## config.mk

```make
export PLATFORM = sky130hd
export DESIGN_NAME = data_memory_bus_arbiter
export DESIGN_NICKNAME = d
export VERILOG_FILES = /design/src/logic/prio_picker.v /design/src/logic/data_memory_bus_arbiter.v
export VERILOG_INCLUDE_DIRS = /design/src /design/src/logic
export SDC_FILE = /design/constraint.sdc
export NUM_CORES = 1
export LEC_CHECK = 0
export ABC_AREA = 1
export BUFFER_PORTS_ARGS = -buffer_cell sky130_fd_sc_hd__buf_2
export CORE_UTILIZATION = 36
export CTS_CLUSTER_DIAMETER = 60
export DETAILED_ROUTE_END_ITERATION = 12
export PLACE_DENSITY_LB_ADDON = 0.2
export SYNTH_ARGS = -nofsm -noshare
export SYNTH_HDL_FRONTEND = slang
export SYNTH_HIERARCHICAL = 1
export SYNTH_SLANG_ARGS = --single-unit
export TNS_END_PERCENT = 10
```

## constraint.sdc

```tcl
create_clock -name ref_clk -period 2.95 [get_ports ref_clk]
set_input_delay 0.295 -clock ref_clk [delete_from_list [all_inputs] [get_ports ref_clk]]
set_output_delay 0.295 -clock ref_clk [all_outputs]
set_load 0.01 [all_outputs]
```

## src/logic/arbiter_defs.vh

```
`ifndef ARBITER_DEFS_VH
`define ARBITER_DEFS_VH
`define PRIO_DEFAULT 16'h0000
`define PRIO_DMA_HIGH 16'h0020
`define PRIO_RESET 16'h0000
`define DMA_HIGH_RESET 1'b0
`define IDX_CORE 2'h0
`define IDX_DMA 2'h1
`define IDX_DEBUG 2'h2
`define NUM_MASTERS 3
`endif

```

## src/logic/prio_picker.v

```verilog
`timescale 1ns/1ps
`include "arbiter_defs.vh"
module prio_picker #(
	parameter N = 3
) (
	req,
	rank0,
	rank1,
	rank2,
	onehot
);
	input wire [N-1:0] req;
	input wire [1:0] rank0;
	input wire [1:0] rank1;
	input wire [1:0] rank2;
	output reg [N-1:0] onehot;
	reg [1:0] r [0:2];
	integer i;
	always @* begin
		r[0] = rank0;
		r[1] = rank1;
		r[2] = rank2;
		onehot = {N{1'b0}};
		// walk ranks from lowest (slot 2) up to slot 0; last requester found, the highest ranked, wins
		for (i = 2; i >= 0; i = i - 1) begin
			if (req[r[i]])
				onehot = {N{1'b0}} | ({{(N-1){1'b0}}, 1'b1} << r[i]);
		end
	end
endmodule

```

## src/logic/data_memory_bus_arbiter.v

```verilog
`timescale 1ns/1ps
`include "arbiter_defs.vh"
// Behaviour
// - arbitrate core, dma, debug for data space
// - grant highest requester, hold others pending
// - default order core, dma, debug
// - reserved levels m1, m2 stay empty
// - 0x0020 puts dma above core
// - raised masters keep mutual order
// - lower masters keep original relative order
// - priority change accepted any time
module data_memory_bus_arbiter (
	ref_clk,
	rst,
	core_req,
	dma_req,
	debug_unit_master_req,
	core_done,
	dma_done,
	debug_unit_master_done,
	master_priority_ctrl,
	core_gnt,
	dma_gnt,
	debug_unit_master_gnt,
	bus_busy,
	dma_high
);
	input wire ref_clk;
	input wire rst;
	input wire core_req;
	input wire dma_req;
	input wire debug_unit_master_req;
	input wire core_done;
	input wire dma_done;
	input wire debug_unit_master_done;
	input wire [15:0] master_priority_ctrl;
	output wire core_gnt;
	output wire dma_gnt;
	output wire debug_unit_master_gnt;
	output wire bus_busy;
	output wire dma_high;

	////////////////////////////////////////////////////////////////////
	localparam ST_ARB = 1'b0;

	localparam ST_OWN = 1'b1;

	localparam NM = `NUM_MASTERS;

	reg state_r;

	reg state_nxt;

	reg dma_high_r;

	reg dma_high_nxt;

	reg [NM-1:0] gnt_r;

	reg [NM-1:0] gnt_nxt;

	wire [NM-1:0] req;

	wire [NM-1:0] done;

	wire [NM-1:0] pend;

	wire [NM-1:0] pick;

	wire [NM-1:0] owner_done;

	wire [1:0] rank0;

	wire [1:0] rank1;

	wire [1:0] rank2;

	wire set_default;

	wire set_dma_high;

	wire any_done;

	wire any_pick;

	genvar k;

	////////////////////////////////////////////////////////////////////
	// masters sit on this clock, so no synchroniser

	assign req[`IDX_CORE] = core_req;

	assign req[`IDX_DMA] = dma_req;

	assign req[`IDX_DEBUG] = debug_unit_master_req;

	assign done[`IDX_CORE] = core_done;

	assign done[`IDX_DMA] = dma_done;

	assign done[`IDX_DEBUG] = debug_unit_master_done;

	////////////////////////////////////////////////////////////////////
	// only the two legal words move the ranking

	assign set_default = (master_priority_ctrl == `PRIO_DEFAULT);

	assign set_dma_high = (master_priority_ctrl == `PRIO_DMA_HIGH);

	// reserved settings keep the last legal ranking rather than guessing
	always @* begin
		dma_high_nxt = dma_high_r;

		if (set_dma_high) begin
			dma_high_nxt = 1'b1;
		end else if (set_default) begin
			dma_high_nxt = 1'b0;
		end
	end

	// used from the next arbitration on, never preempts an owner
	always @(posedge ref_clk or posedge rst) begin
		if (rst) begin
			dma_high_r <= `DMA_HIGH_RESET;
		end else begin
			dma_high_r <= dma_high_nxt;
		end
	end

	assign dma_high = dma_high_r;

	////////////////////////////////////////////////////////////////////
	// levels m1/m2 hold nobody, so only three slots exist

	assign rank0 = dma_high_r ? `IDX_DMA : `IDX_CORE;

	assign rank1 = dma_high_r ? `IDX_CORE : `IDX_DMA;

	assign rank2 = `IDX_DEBUG;

	prio_picker #(
		.N(NM)
	) u_prio_picker (
		.req(pend),
		.rank0(rank0),
		.rank1(rank1),
		.rank2(rank2),
		.onehot(pick)
	);

	////////////////////////////////////////////////////////////////////
	// per master: pending request and release by its own done

	generate
		for (k = 0; k < NM; k = k + 1) begin : g_master
			assign pend[k] = req[k] & ~gnt_r[k];

			assign owner_done[k] = gnt_r[k] & done[k];
		end
	endgenerate

	assign any_done = |owner_done;

	assign any_pick = |pick;

	////////////////////////////////////////////////////////////////////
	// owner keeps the bus until done; losers stay pending on req
	always @* begin
		state_nxt = state_r;

		gnt_nxt = gnt_r;

		case (state_r)
		ST_ARB: begin
			if (any_pick) begin
				state_nxt = ST_OWN;

				gnt_nxt = pick;
			end
		end

		ST_OWN: begin
			// done of a non-owner is masked out above
			if (any_done) begin
				state_nxt = ST_ARB;

				gnt_nxt = {NM{1'b0}};
			end
		end

		default: begin
			state_nxt = ST_ARB;

			gnt_nxt = {NM{1'b0}};
		end
		endcase
	end

	always @(posedge ref_clk or posedge rst) begin
		if (rst) begin
			state_r <= ST_ARB;

			gnt_r <= {NM{1'b0}};
		end else begin
			state_r <= state_nxt;

			gnt_r <= gnt_nxt;
		end
	end

	////////////////////////////////////////////////////////////////////
	// one idle cycle after release costs bandwidth but keeps it simple

	assign core_gnt = gnt_r[`IDX_CORE];

	assign dma_gnt = gnt_r[`IDX_DMA];

	assign debug_unit_master_gnt = gnt_r[`IDX_DEBUG];

	assign bus_busy = |gnt_r;

endmodule

```

# Word level (Yosys, flattened, before mapping)
# Index checks and enable logic that the tools add are counted.
dict set report totals {
  ff_bits 5
  input_bits 24
  out_inout_bits 5
  word_cells 43
}
dict set report classes {
  magnitude_cmp 2
  n_eq_ne 3
  shifts 2
  muxes 17
  n_bitwise 10
  reduce_logical 6
}
# op n
set ops {}
lappend ops {{16-bit by 6-bit == test with 1-bit output, second input constant} 1}
lappend ops {{16-bit zero test} 1}
lappend ops {{3-bit 2-to-1 mux} 5}
lappend ops {{3-bit OR reduction} 3}
lappend ops {{1-bit 2-to-1 mux} 8}
lappend ops {{1-bit AND} 6}
lappend ops {{1-bit by 3-bit < comparator with 1-bit output, second input constant} 2}
lappend ops {{3-bit one-hot mux with 2 select lines} 1}
lappend ops {{1-bit by 1-bit left shift with 3-bit output, first input constant} 2}
lappend ops {{1-bit binary-select mux with 2-bit select} 2}
lappend ops {{1-bit inverter} 4}
lappend ops {{2-bit by 1-bit != test with 1-bit output, second input constant} 1}
lappend ops {{2-bit != test, second input constant} 1}
lappend ops {{1-bit one-hot mux with 2 select lines} 1}
lappend ops {{2-bit AND reduction} 1}
lappend ops {{2-bit nonzero test} 1}

# Depth between registers and ports, before layout
# Gate-level depths: netlist of the first run.
dict set report logic_depth {
  word_depth 9
  mapped_depth 14
  ltp_nobuf 14
}

# By module
# The synthesis of the first run kept the hierarchy.
# mod n_inst cells_per_inst area_per_inst_um2 seq_area_each_um2
set by_module_without_submodules {}
lappend by_module_without_submodules {data_memory_bus_arbiter 1 56 336.6 125.1}
lappend by_module_without_submodules {prio_picker 1 31 146.4 0.0}

# Worst setup path before layout of the first run
# OpenSTA, ideal clock, no wires.
dict set report synth_timing {
  path_type {register to register}
  startpoint {register gnt_r[1]}
  endpoint {register state_r}
  setup_time_ns 0.129
  arrival_time_ns 1.292
  required_ns 2.821
  path_slack_ns 1.530
  path_stages_with_launch 10
  path_buffers 0
  period_less_slack_ns 1.420
  path_cell_list {dfrtp_1 nor2_1 nand3_1 and3_4 nand3_1 nand2_1 nor2_1 nand2_1 nand2_1 o21ai_0}
}
dict set report synth_between {
  elab_chain_cells 9
  word_cells_on_any_way 14
  classes_between {mux: 9; bitwise: 3; reduce/logical: 2}
}
# element line_no
set synth_rtl {}
lappend synth_rtl {{start: declaration} data_memory_bus_arbiter.v:58} ;# reg [NM-1:0] gnt_r;
lappend synth_rtl {{start signal: assignment} data_memory_bus_arbiter.v:203} ;# gnt_r <= {NM{1'b0}};
lappend synth_rtl {{start signal: assignment} data_memory_bus_arbiter.v:207} ;# gnt_r <= gnt_nxt;
lappend synth_rtl {{1-bit inverter (*)} data_memory_bus_arbiter.v:156} ;# assign pend[k] = req[k] & ~gnt_r[k];
lappend synth_rtl {{1-bit AND (*)} data_memory_bus_arbiter.v:156}
lappend synth_rtl {{net pend[1]} data_memory_bus_arbiter.v:66} ;# wire [NM-1:0] pend;
lappend synth_rtl {{1-bit binary-select mux with 2-bit select} prio_picker.v:26} ;# if (req[r[i]])
lappend synth_rtl {{1-bit 2-to-1 mux (implied by the code)} prio_picker.v:26}
lappend synth_rtl {{3-bit 2-to-1 mux} prio_picker.v:26}
lappend synth_rtl {{3-bit 2-to-1 mux (*)} prio_picker.v:26}
lappend synth_rtl {{net pick[1]} data_memory_bus_arbiter.v:68} ;# wire [NM-1:0] pick;
lappend synth_rtl {{3-bit OR reduction (*)} data_memory_bus_arbiter.v:164} ;# assign any_pick = |pick;
lappend synth_rtl {{1-bit 2-to-1 mux (*)} data_memory_bus_arbiter.v:175} ;# if (any_pick) begin
lappend synth_rtl {{1-bit one-hot mux with 2 select lines (*)} data_memory_bus_arbiter.v:173} ;# case (state_r)
lappend synth_rtl {{net state_nxt} data_memory_bus_arbiter.v:52} ;# reg state_nxt;
lappend synth_rtl {{end signal: assignment} data_memory_bus_arbiter.v:205} ;# state_r <= state_nxt;
lappend synth_rtl {{end: declaration} data_memory_bus_arbiter.v:50} ;# reg state_r;
# The timed path passes the listed nets; every way through them passes the cells marked *. The select of a mux whose other input is x is not followed.
# A chain may end at the register's enable or synchronous reset.

# Worst setup path in the final report of the first run
dict set report layout_timing {
  startpoint {register gnt_r[0]}
  endpoint {register state_r}
}
# The elaborated chain is that of the path after synthesis.

==> impl_metrics.env, run 1 <==
export IMPL_status="completed"
export IMPL_routedWlPerCell_um=8.34
export IMPL_crit_required_ns=3.06
export IMPL_fin_area_sq_um=707
export IMPL_vias_per_cell=4.55
export IMPL_critical_path_max_stage_delay_ns=0.42
export IMPL_start_kind="flop"
export IMPL_synth_seq_cells=5
export IMPL_seq_area_frac_synth=0.259
export IMPL_yosysMostFrequentCell="nand2_1"
export IMPL_dp_cells=137
export IMPL_fp_dieArea_sq_um=1490
export IMPL_rsz0062_at_grt="false"
export IMPL_pwr_share_clk=0.432
export IMPL_cp_data_arrival_time_ns=1.78
export IMPL_top_layer="met4"
export IMPL_final_instance_count_excl_fill=142
export IMPL_gp_congestion=0.746
export IMPL_layout_nets=153
export IMPL_whs_ns=0.378
export IMPL_finalMaxSlewViolations=0
export IMPL_r2r_start="gnt_r[0]"
export IMPL_yosys_warnings=6
export IMPL_path_cells="nor2_1 > o21ai_0 > nand2_1 > o21ai_0 > nand3_1 > nand2_1 > nor2_1 > nand2_1 > nand2_1 > o21ai_0"
export IMPL_cts_tree="done"
export IMPL_grt_pass1_wl_um=2010
export IMPL_clockBufferDepth=2
export IMPL_whs_path_depth=6
export IMPL_cp_top_family="simple AND/OR/NAND/NOR gates"
export IMPL_antenna_found_initial=0
export IMPL_hold_start="master_priority_ctrl[8]"
export IMPL_grt_pass1_vias=572
export IMPL_fin_crit_ns=1.67
export IMPL_final_hold_viol_count=0
export IMPL_clk_latency_ns=0.25
export IMPL_finalClockSkew_ns=0.00321
export IMPL_cts_repair_resized=0
export IMPL_p_sw_frac=0.273
export IMPL_route_detailed_drc=0
export IMPL_internal_power_w=0.000141
export IMPL_start_util=0.412
export IMPL_ys_flop_type="dfrtp_1"
export IMPL_synth_edf_count=0
export IMPL_yosysTopAreaCell="dfrtp_1"
export IMPL_drt_iter0_drc=5
export IMPL_fin_crit_sh=0.567
export IMPL_slowest_stage="dfrtp_1"
export IMPL_syn_cell_area_sq_um=483
export IMPL_chipHeight_um=38.6
export IMPL_grt_max_degree=6
export IMPL_r2r_end="state_r"
export IMPL_min_to="dma_high"
export IMPL_placementRows=12
export IMPL_met1_length_um=459
export IMPL_endpoint_kind="flop"
export IMPL_cp_num_buf_inv=0
export IMPL_reg2reg_depth=10
export IMPL_worstHoldPathType="input pin to flop"
export IMPL_path_clk_slew_ns=0.05
export IMPL_synth_top_area_frac=0.259
export IMPL_wl_met2_um=597
export IMPL_drt_total_wl_um=1180
export IMPL_clock_sinks=5
export IMPL_grt_overflow=0
export IMPL_cap_violations=0
export IMPL_cts_root_buf="clkbuf_4"
export IMPL_switchingPower_w=0.0000528
export IMPL_dr_pass1_iters=6
export IMPL_pwr_share_seq=0.355
export IMPL_syn_avg_cell_area_sq_um=5.55
export IMPL_via_count=646
export IMPL_synth_commonest_cells="31 x nand2_1, 14 x nor2_1, 13 x inv_1"
export IMPL_total_leakage_power_nw=0.451
export IMPL_max_freq_mhz=598
export IMPL_worst_setup_path_type="flop to flop"
export IMPL_wl_met3_um=114
export IMPL_cts_buffers=3
export IMPL_cpMostUsedCell="nand2_1"
export IMPL_finalSetupViolations=0
export IMPL_crit_cells=10
export IMPL_antennaDiodeCount=0
export IMPL_irDropWorstVdd_uv=126
export IMPL_port_buffers=28
export IMPL_syn_to_final_growth_pct=46.4
export IMPL_hpwl_um=963
export IMPL_fin_tns_setup_ns=0
export IMPL_combPwrFrac=0.212
export IMPL_core_area_sq_um=1170
export IMPL_worst_path_max_fanout=5
export IMPL_cts_max_level=1
export IMPL_ys_top_cells_by_area="dfrtp_1 26%, nand2_1 24%, nand3_1 11%"
export IMPL_synthCells=87
export IMPL_drtAntennaViolNets=0
export IMPL_power_density_nw_per_um2=274
export IMPL_synthArstFlopShare=1.00
export IMPL_synth_cell_types=14
export IMPL_place_area_sq_um=671
export IMPL_io_pins=29
export IMPL_grt_use_total=0.209
export IMPL_rrSetupSlack_ns=1.28
export IMPL_die_w_um=38.6
export IMPL_final_layout_size_suffix_gt1_frac=0.273
## repair_timing
| action | 4_1_cts | 5_1_grt |
|---|---|---|
| hold buffers | 1 | 0 |
| endpoints found under the hold margin | 5 | 0 |
| setup buffers | 0 | 0 |
## worst register-to-register path, stage by stage, from the launching register on
cell,delay [ns]
dfrtp_1,0.42
nor2_1,0.22
o21ai_0,0.13
nand2_1,0.10
o21ai_0,0.08
nand3_1,0.08
nand2_1,0.08
nor2_1,0.12
nand2_1,0.07
nand2_1,0.12
o21ai_0,0.13
## worst max path at each step
stage / start / to
global route: gnt_r[0] / state_r
detailed placement: gnt_r[0] / state_r
global placement: gnt_r[1] / state_r
CTS: gnt_r[0] / state_r
finish: gnt_r[0] / state_r
floorplan: gnt_r[1] / state_r
## registers in the layout (all words and copies together) (netlist names)
| name | cells |
|---|---|
| dma_high | 1 |
| gnt_r | 3 |
| state_r | 1 |
## routing by layer
metal  vias to the layer above  global-route usage
li1                        339                   -
met1                       270               0.190
met2                        35               0.388
met3                         2              0.0867
met4                         0               0.103
met5                         -                   0
## cells by family after synthesis
| kind of cell | count (synthesis) | synth area share |
|---|---|---|
| simple gates | 64 | 0.593 |
| other cells | 2 | 0.0155 |
| flops | 5 | 0.259 |
| compound gates | 3 | 0.0311 |
| buf+inv | 13 | 0.101 |
## area by class of cell
cell class | instances | area, sq um
clock buffer | 4 | 26.3
tap | 14 | 17.5
multi-input combinational | 77 | 339
inverter | 13 | 48.8
timing repair buffer | 29 | 150
sequential | 5 | 125
fill | 130 | 464
## cell usage in the layout (no fill, tap or decap)
cell,instances
nor2_2,1
inv_1,13
nand2_2,1
and3_4,1
dfrtp_1,5
o21ai_0,3
nand3b_1,1
nand2_1,31
nor2_1,14
clkbuf_4,3
buf_2,28
or3_1,1
nor3b_1,2
nand3_2,1
dlygate4sd3_1,1
nand3_1,11
conb_1,10
clkbuf_1,1
## power groups by stage
stage | clock [W] | combinational, W | sequential (W)
after CTS | 0.0000877 | 0.0000409 | 0.0000688
after floorplan | 0 | 0.0000216 | 0.0000699
final | 0.0000837 | 0.0000411 | 0.0000688
after global routing | 0.0000936 | 0.0000475 | 0.0000687
after detailed placement | 0 | 0.0000391 | 0.0000699
after global placement | 0 | 0.0000381 | 0.0000699
## per-stage QoR
step                setup WS (ns)  utilization  power (W)
finish                       1.28        0.604   0.000194
global route                 1.09        0.604   0.000210
CTS                          1.27        0.604   0.000197
detailed placement           1.32        0.573   0.000109
global placement             1.39        0.573   0.000108
floorplan                    1.53            -  0.0000915
No activity file was read; power rests on OpenSTA's default activity.
==> inputs of run 2 (changes only) <==
==> constraint.sdc (replaced) <==
create_clock -name ref_clk -period 1.7 [get_ports ref_clk]
set_input_delay 0.17 -clock ref_clk [delete_from_list [all_inputs] [get_ports ref_clk]]
set_output_delay 0.17 -clock ref_clk [all_outputs]
set_load 0.01 [all_outputs]
==> run 2 against run 1 <==
Clock power increased by 70%. Critical path depth unchanged. Flip-flop and latch count unchanged. Sequential power increased by 73%. Critical endpoint is now gnt_r[0]. Largest cell class unchanged.
==> impl_metrics.env, run 2 (same netlist as run 1, synthesis figures left out) <==
export IMPL_io_pins=29
export IMPL_antennaDiodeCount=0
export IMPL_total_leakage_power_nw=0.456
export IMPL_max_freq_mhz=671
export IMPL_worst_path_max_fanout=5
export IMPL_grt_pass1_vias=535
export IMPL_core_area_sq_um=1170
export IMPL_start_util=0.412
export IMPL_routedWlPerCell_um=7.73
export IMPL_path_cells="nor2_2 > nand3_1 > and3_4 > nand3_1 > nand2_1 > nor2_1 > nand2_1 > nand2_2 > nand3_1 > nand2_1"
export IMPL_power_total_w=0.000336
export IMPL_cts_tree="done"
export IMPL_fin_crit_sh=0.877
export IMPL_gp_congestion=0.752
export IMPL_cp_num_buf_inv=0
export IMPL_clock_sinks=5
export IMPL_layout_nets=154
export IMPL_cts_root_buf="clkbuf_4"
export IMPL_drt_total_wl_um=1110
export IMPL_hpwl_um=955
export IMPL_fp_dieArea_sq_um=1490
export IMPL_grt_overflow=0
export IMPL_antenna_found_initial=0
export IMPL_path_clk_slew_ns=0.05
export IMPL_cts_setup_buffers=0
export IMPL_cts_max_level=1
export IMPL_dr_pass1_iters=2
export IMPL_endpoint_kind="flop"
export IMPL_worstHoldPathType="input pin to flop"
export IMPL_clk_latency_ns=0.25
export IMPL_layout_commonest_cell="nand2_1"
export IMPL_cts_buffers=3
export IMPL_route_detailed_drc=0
export IMPL_slowest_stage="dfrtp_1"
export IMPL_via_count=615
export IMPL_crit_required_ns=1.88
export IMPL_grt_pass1_wl_um=1830
export IMPL_finish_utilization=0.622
export IMPL_clockBufferDepth=2
export IMPL_drt_iter0_drc=11
export IMPL_final_layout_size_suffix_gt1_frac=0.310
export IMPL_die_w_um=38.6
export IMPL_critical_path_max_stage_delay_ns=0.42
export IMPL_vias_per_cell=4.30
export IMPL_cap_violations=0
export IMPL_grt_max_degree=6
export IMPL_cp_top_family="simple AND/OR/NAND/NOR gates"
export IMPL_largest_reg_flops=3
export IMPL_placementRows=12
export IMPL_final_hold_viol_count=0
export IMPL_worst_setup_path_type="flop to flop"
export IMPL_syn_to_final_growth_pct=50.8
export IMPL_finalSetupViolations=0
export IMPL_n_fill_cell=121
export IMPL_finalMaxSlewViolations=0
export IMPL_cp_data_arrival_time_ns=1.67
export IMPL_chipHeight_um=38.6
export IMPL_irDropWorstVdd_uv=298
export IMPL_rsz0062_at_grt="false"
export IMPL_ff_latch_area_sq_um=126
export IMPL_start_kind="flop"
export IMPL_fin_crit_ns=1.49
export IMPL_grt_use_total=0.181
export IMPL_fin_tns_setup_ns=0
export IMPL_drtAntennaViolNets=0
export IMPL_finalClockSkew_ns=0.00183
export IMPL_port_buffers=28
export IMPL_power_density_nw_per_um2=461
export IMPL_status="completed"
export IMPL_top_register="gnt_r"
export IMPL_multiInputGateArea_sq_um=352
export IMPL_final_cell_mix="30 x nand2_1, 28 x buf_2, 13 x inv_1, 12 x nor2_1, 11 x nand3_1"
## run 2: area by class of cell
class | count | share of cell area
Timing Repair Buffer | 30 | 0.216
Tap cell | 14 | 0.0241
Inverter | 13 | 0.0670
Sequential cell | 5 | 0.174
Multi-Input combinational cell | 77 | 0.483
Clock buffer | 4 | 0.0361
## run 2: final timing paths
check | start | to | slack, ns | cells after the start
setup / recovery | gnt_r[1] | gnt_r[0] | 0.21 | 10
hold / removal | dma_done | state_r | 0.23 | 4
setup reg to reg | gnt_r[1] | gnt_r[0] | 0.21 | 10
hold reg to reg | dma_high | dma_high | 0.53 | 2
max in group asynchronous | rst | gnt_r[0] | 1.14 | 3
min in group asynchronous | rst | gnt_r[1] | 0.37 | 3
## run 2: metal layers
layer,global-route usage,up-vias,share of wire
met2,0.333,33,0.46
met5,0,-,0
met4,0.0259,0,0
met1,0.179,242,0.44
met3,0.0983,0,0.10
li1,-,340,-
## run 2: timing repair
action	4_1_cts	5_1_grt
resized for setup	0	5
setup endpoints to repair	0	4
hold buffers	1	0
hold endpoints to repair	5	0
## run 2: power breakdown
group	internal [W]	total, W	switching, W
sequential	0.000119	0.000119	0.0000000335
combinational	0.0000380	0.0000746	0.0000367
clock	0.0000890	0.000142	0.0000530
total	0.000246	0.000336	0.0000896
## run 2: per-stage QoR
stage	hold WS [ns]	instances	instance area [sq um]	worst slack [ns]
2_1_floorplan	-0.0515	95	513	0.280
3_3_place_gp	0.0749	138	678	0.121
3_5_place_dp	0.0841	138	678	0.121
4_1_cts	0.223	143	714	0.113
5_1_grt	0.257	143	728	0.0195
6_report	0.227	143	728	0.209
## run 2: worst reg2reg max path, stage by stage (launching register included)
cell     delay, ns
dfrtp_1       0.42
nor2_2        0.18
nand3_1       0.11
and3_4        0.18
nand3_1       0.07
nand2_1       0.07
nor2_1        0.09
nand2_1       0.07
nand2_2       0.09
nand3_1       0.09
nand2_1       0.06
==> inputs of run 3 (changes only) <==
--- a/config.mk
+++ b/config.mk
@@ -7,8 +7,11 @@
 export NUM_CORES = 1
 export LEC_CHECK = 0
 export ABC_AREA = 1
+export ABC_CLOCK_PERIOD_IN_PS = 1700
 export BUFFER_PORTS_ARGS = -buffer_cell sky130_fd_sc_hd__buf_2
-export CORE_UTILIZATION = 36
+export CELL_PAD_IN_SITES_DETAIL_PLACEMENT = 1
+export CELL_PAD_IN_SITES_GLOBAL_PLACEMENT = 1
+export CORE_UTILIZATION = 25
 export CTS_CLUSTER_DIAMETER = 60
 export DETAILED_ROUTE_END_ITERATION = 12
 export PLACE_DENSITY_LB_ADDON = 0.2
==> run 3 against run 2 <==
Clock power about the same. Design area increased by 3.4%. Combinational power increased by 0.5%. Wire length increased by 30%. Sequential share of layout area decreased by 0.74 points. Clock-buffer cell count unchanged. Core utilization decreased by 19 points. Highest routed layer unchanged. Critical endpoint is now state_r. Non-clock buffer count increased by 2. Worst setup slack got worse by 0.077 ns. Power increased by 0.66%.
==> impl_metrics.env, run 3 (same netlist as run 1, synthesis figures left out) <==
export IMPL_status="completed"
export IMPL_vias_per_cell=4.24
export IMPL_layout_nets=156
export IMPL_met3_usage=0.0675
export IMPL_fp_dieArea_sq_um=2110
export IMPL_cts_root_buf="clkbuf_4"
export IMPL_finalMaxSlewViolations=0
export IMPL_finalClockSkew_ns=0.00310
export IMPL_total_leakage_power_nw=0.468
export IMPL_slowest_stage="dfrtp_1"
export IMPL_setup_slack_ns=0.131
export IMPL_io_pins=29
export IMPL_switchingPower_w=0.0000919
export IMPL_largest_reg_flops=3
export IMPL_placementRows=15
export IMPL_core_area_sq_um=1760
export IMPL_port_buffers=28
export IMPL_pwr_share_clk=0.425
export IMPL_power_density_nw_per_um2=449
export IMPL_hpwl_um=1190
export IMPL_dr_pass1_iters=2
export IMPL_drtAntennaViolNets=0
export IMPL_place_ws_ns=0.0978
export IMPL_use_met2=0.270
export IMPL_final_instance_count_excl_fill=156
export IMPL_combPwrFrac=0.222
export IMPL_grt_use_met1=0.177
export IMPL_p_sw_frac=0.272
export IMPL_worst_path_max_fanout=5
export IMPL_die_w_um=46.0
export IMPL_clk_latency_ns=0.25
export IMPL_grt_overflow=0
export IMPL_chipHeight_um=46.0
export IMPL_cts_tree="done"
export IMPL_pwr_share_seq=0.353
export IMPL_max_freq_mhz=638
export IMPL_final_hold_viol_count=0
export IMPL_grt_use_total=0.152
export IMPL_fin_crit_sh=0.923
export IMPL_cts_buffers=3
export IMPL_worst_setup_path_type="flop to flop"
export IMPL_finish_utilization=0.427
export IMPL_irDropWorstVdd_uv=379
export IMPL_finalSetupViolations=0
export IMPL_syn_to_final_growth_pct=56.0
export IMPL_start_util=0.274
export IMPL_top_usage_layer="met2"
export IMPL_power_total_w=0.000338
export IMPL_fin_area_sq_um=753
export IMPL_crit_required_ns=1.82
export IMPL_layout_commonest_cell="nand2_1"
export IMPL_fin_crit_ns=1.57
export IMPL_dp_cells=150
export IMPL_place_area_sq_um=699
export IMPL_cap_violations=0
export IMPL_grt_max_degree=6
export IMPL_top_register="gnt_r"
export IMPL_cpMostUsedCell="nand2_1"
export IMPL_path_clk_slew_ns=0.05
export IMPL_cp_data_arrival_time_ns=1.68
export IMPL_clockBufferDepth=2
export IMPL_routedWlPerCell_um=9.20
export IMPL_drt_total_wl_um=1440
export IMPL_path_cells="nor2_2 > nand3_1 > and3_4 > nand2_1 > nand2_1 > nor2_1 > nand2_1 > nand2_1 > o21ai_0"
export IMPL_via_count=662
export IMPL_antenna_found_initial=0
export IMPL_drt_iter0_drc=1
export IMPL_final_cell_mix="31 x nand2_1, 28 x buf_2, 13 x inv_1, 12 x nor2_1, 11 x nand3_1"
export IMPL_worstHoldPathType="input pin to flop"
export IMPL_start_kind="flop"
export IMPL_route_detailed_drc=0
export IMPL_antennaDiodeCount=0
export IMPL_critical_path_max_stage_delay_ns=0.42
export IMPL_grt_pass1_vias=633
export IMPL_gp_congestion=0.783
export IMPL_grt_pass1_wl_um=2340
export IMPL_final_layout_size_suffix_gt1_frac=0.305
export IMPL_clock_sinks=5
export IMPL_cts_max_level=1
export IMPL_internal_power_w=0.000246
export IMPL_endpoint_kind="flop"
[run 3: cell count changes in the layout (fill, tap and decap cells not counted), sizes merged]
cell and change:
buf +2
[run 3: layout make-up]
class	instances	area (sq um)
clock buffer	4	26.3
fill	270	1010
inverter	13	48.8
multi-input combinational	77	349
sequential	5	125
tap	25	31.3
timing repair buffer	32	173
[run 3: worst paths after layout]
| path | from | endpoint | slack, ns | cells past startpoint |
|---|---|---|---|---|
| max | gnt_r[1] | state_r | 0.13 | 9 |
| min | dma_done | state_r | 0.25 | 4 |
| max reg2reg | gnt_r[1] | state_r | 0.13 | 9 |
| min reg2reg | state_r | gnt_r[1] | 0.58 | 3 |
| max in group asynchronous | rst | state_r | 1.15 | 3 |
| min in group asynchronous | rst | gnt_r[0] | 0.37 | 3 |
[run 3: layer usage]
layer	wire length (um)	share of wire	up-vias
met1	593	0.41	283
met4	0	0	0
met2	741	0.52	33
met5	0	0	-
li1	-	-	346
met3	100	0.070	0
[run 3: power by group through the flow]
stage	Clock, W	Sequential [W]	Combinational, W
after floorplan	0	0.000121	0.0000374
after global placement	0	0.000121	0.0000688
after detailed placement	0	0.000121	0.0000708
after CTS	0.000148	0.000119	0.0000729
after global routing	0.000158	0.000119	0.0000871
final	0.000144	0.000119	0.0000750
[run 3: what timing repair did]
| action | 4_1_cts | 5_1_grt |
|---|---|---|
| hold buffers | 1 | 0 |
| hold endpoints to repair | 5 | 0 |
| gates resized for setup | 0 | 3 |
| setup endpoints to repair | 0 | 4 |
| setup buffers | 0 | 1 |
[run 3: worst max-delay path, delay by kind of cell, from the launching register on]
kind / cells / cell delay (ns)
AND/OR/NAND/NOR: 8 / 0.91
flip-flops: 1 / 0.42
AO/OA/AOI/OAI: 1 / 0.11
[run 3: metrics by stage]
stage | hold WS (ns) | TNS (ns)
after global placement | 0.0738 | 0
after floorplan | -0.0515 | 0
after detailed placement | 0.0750 | 0
final | 0.245 | 0
after global routing | 0.270 | -0.00208
after CTS | 0.245 | 0
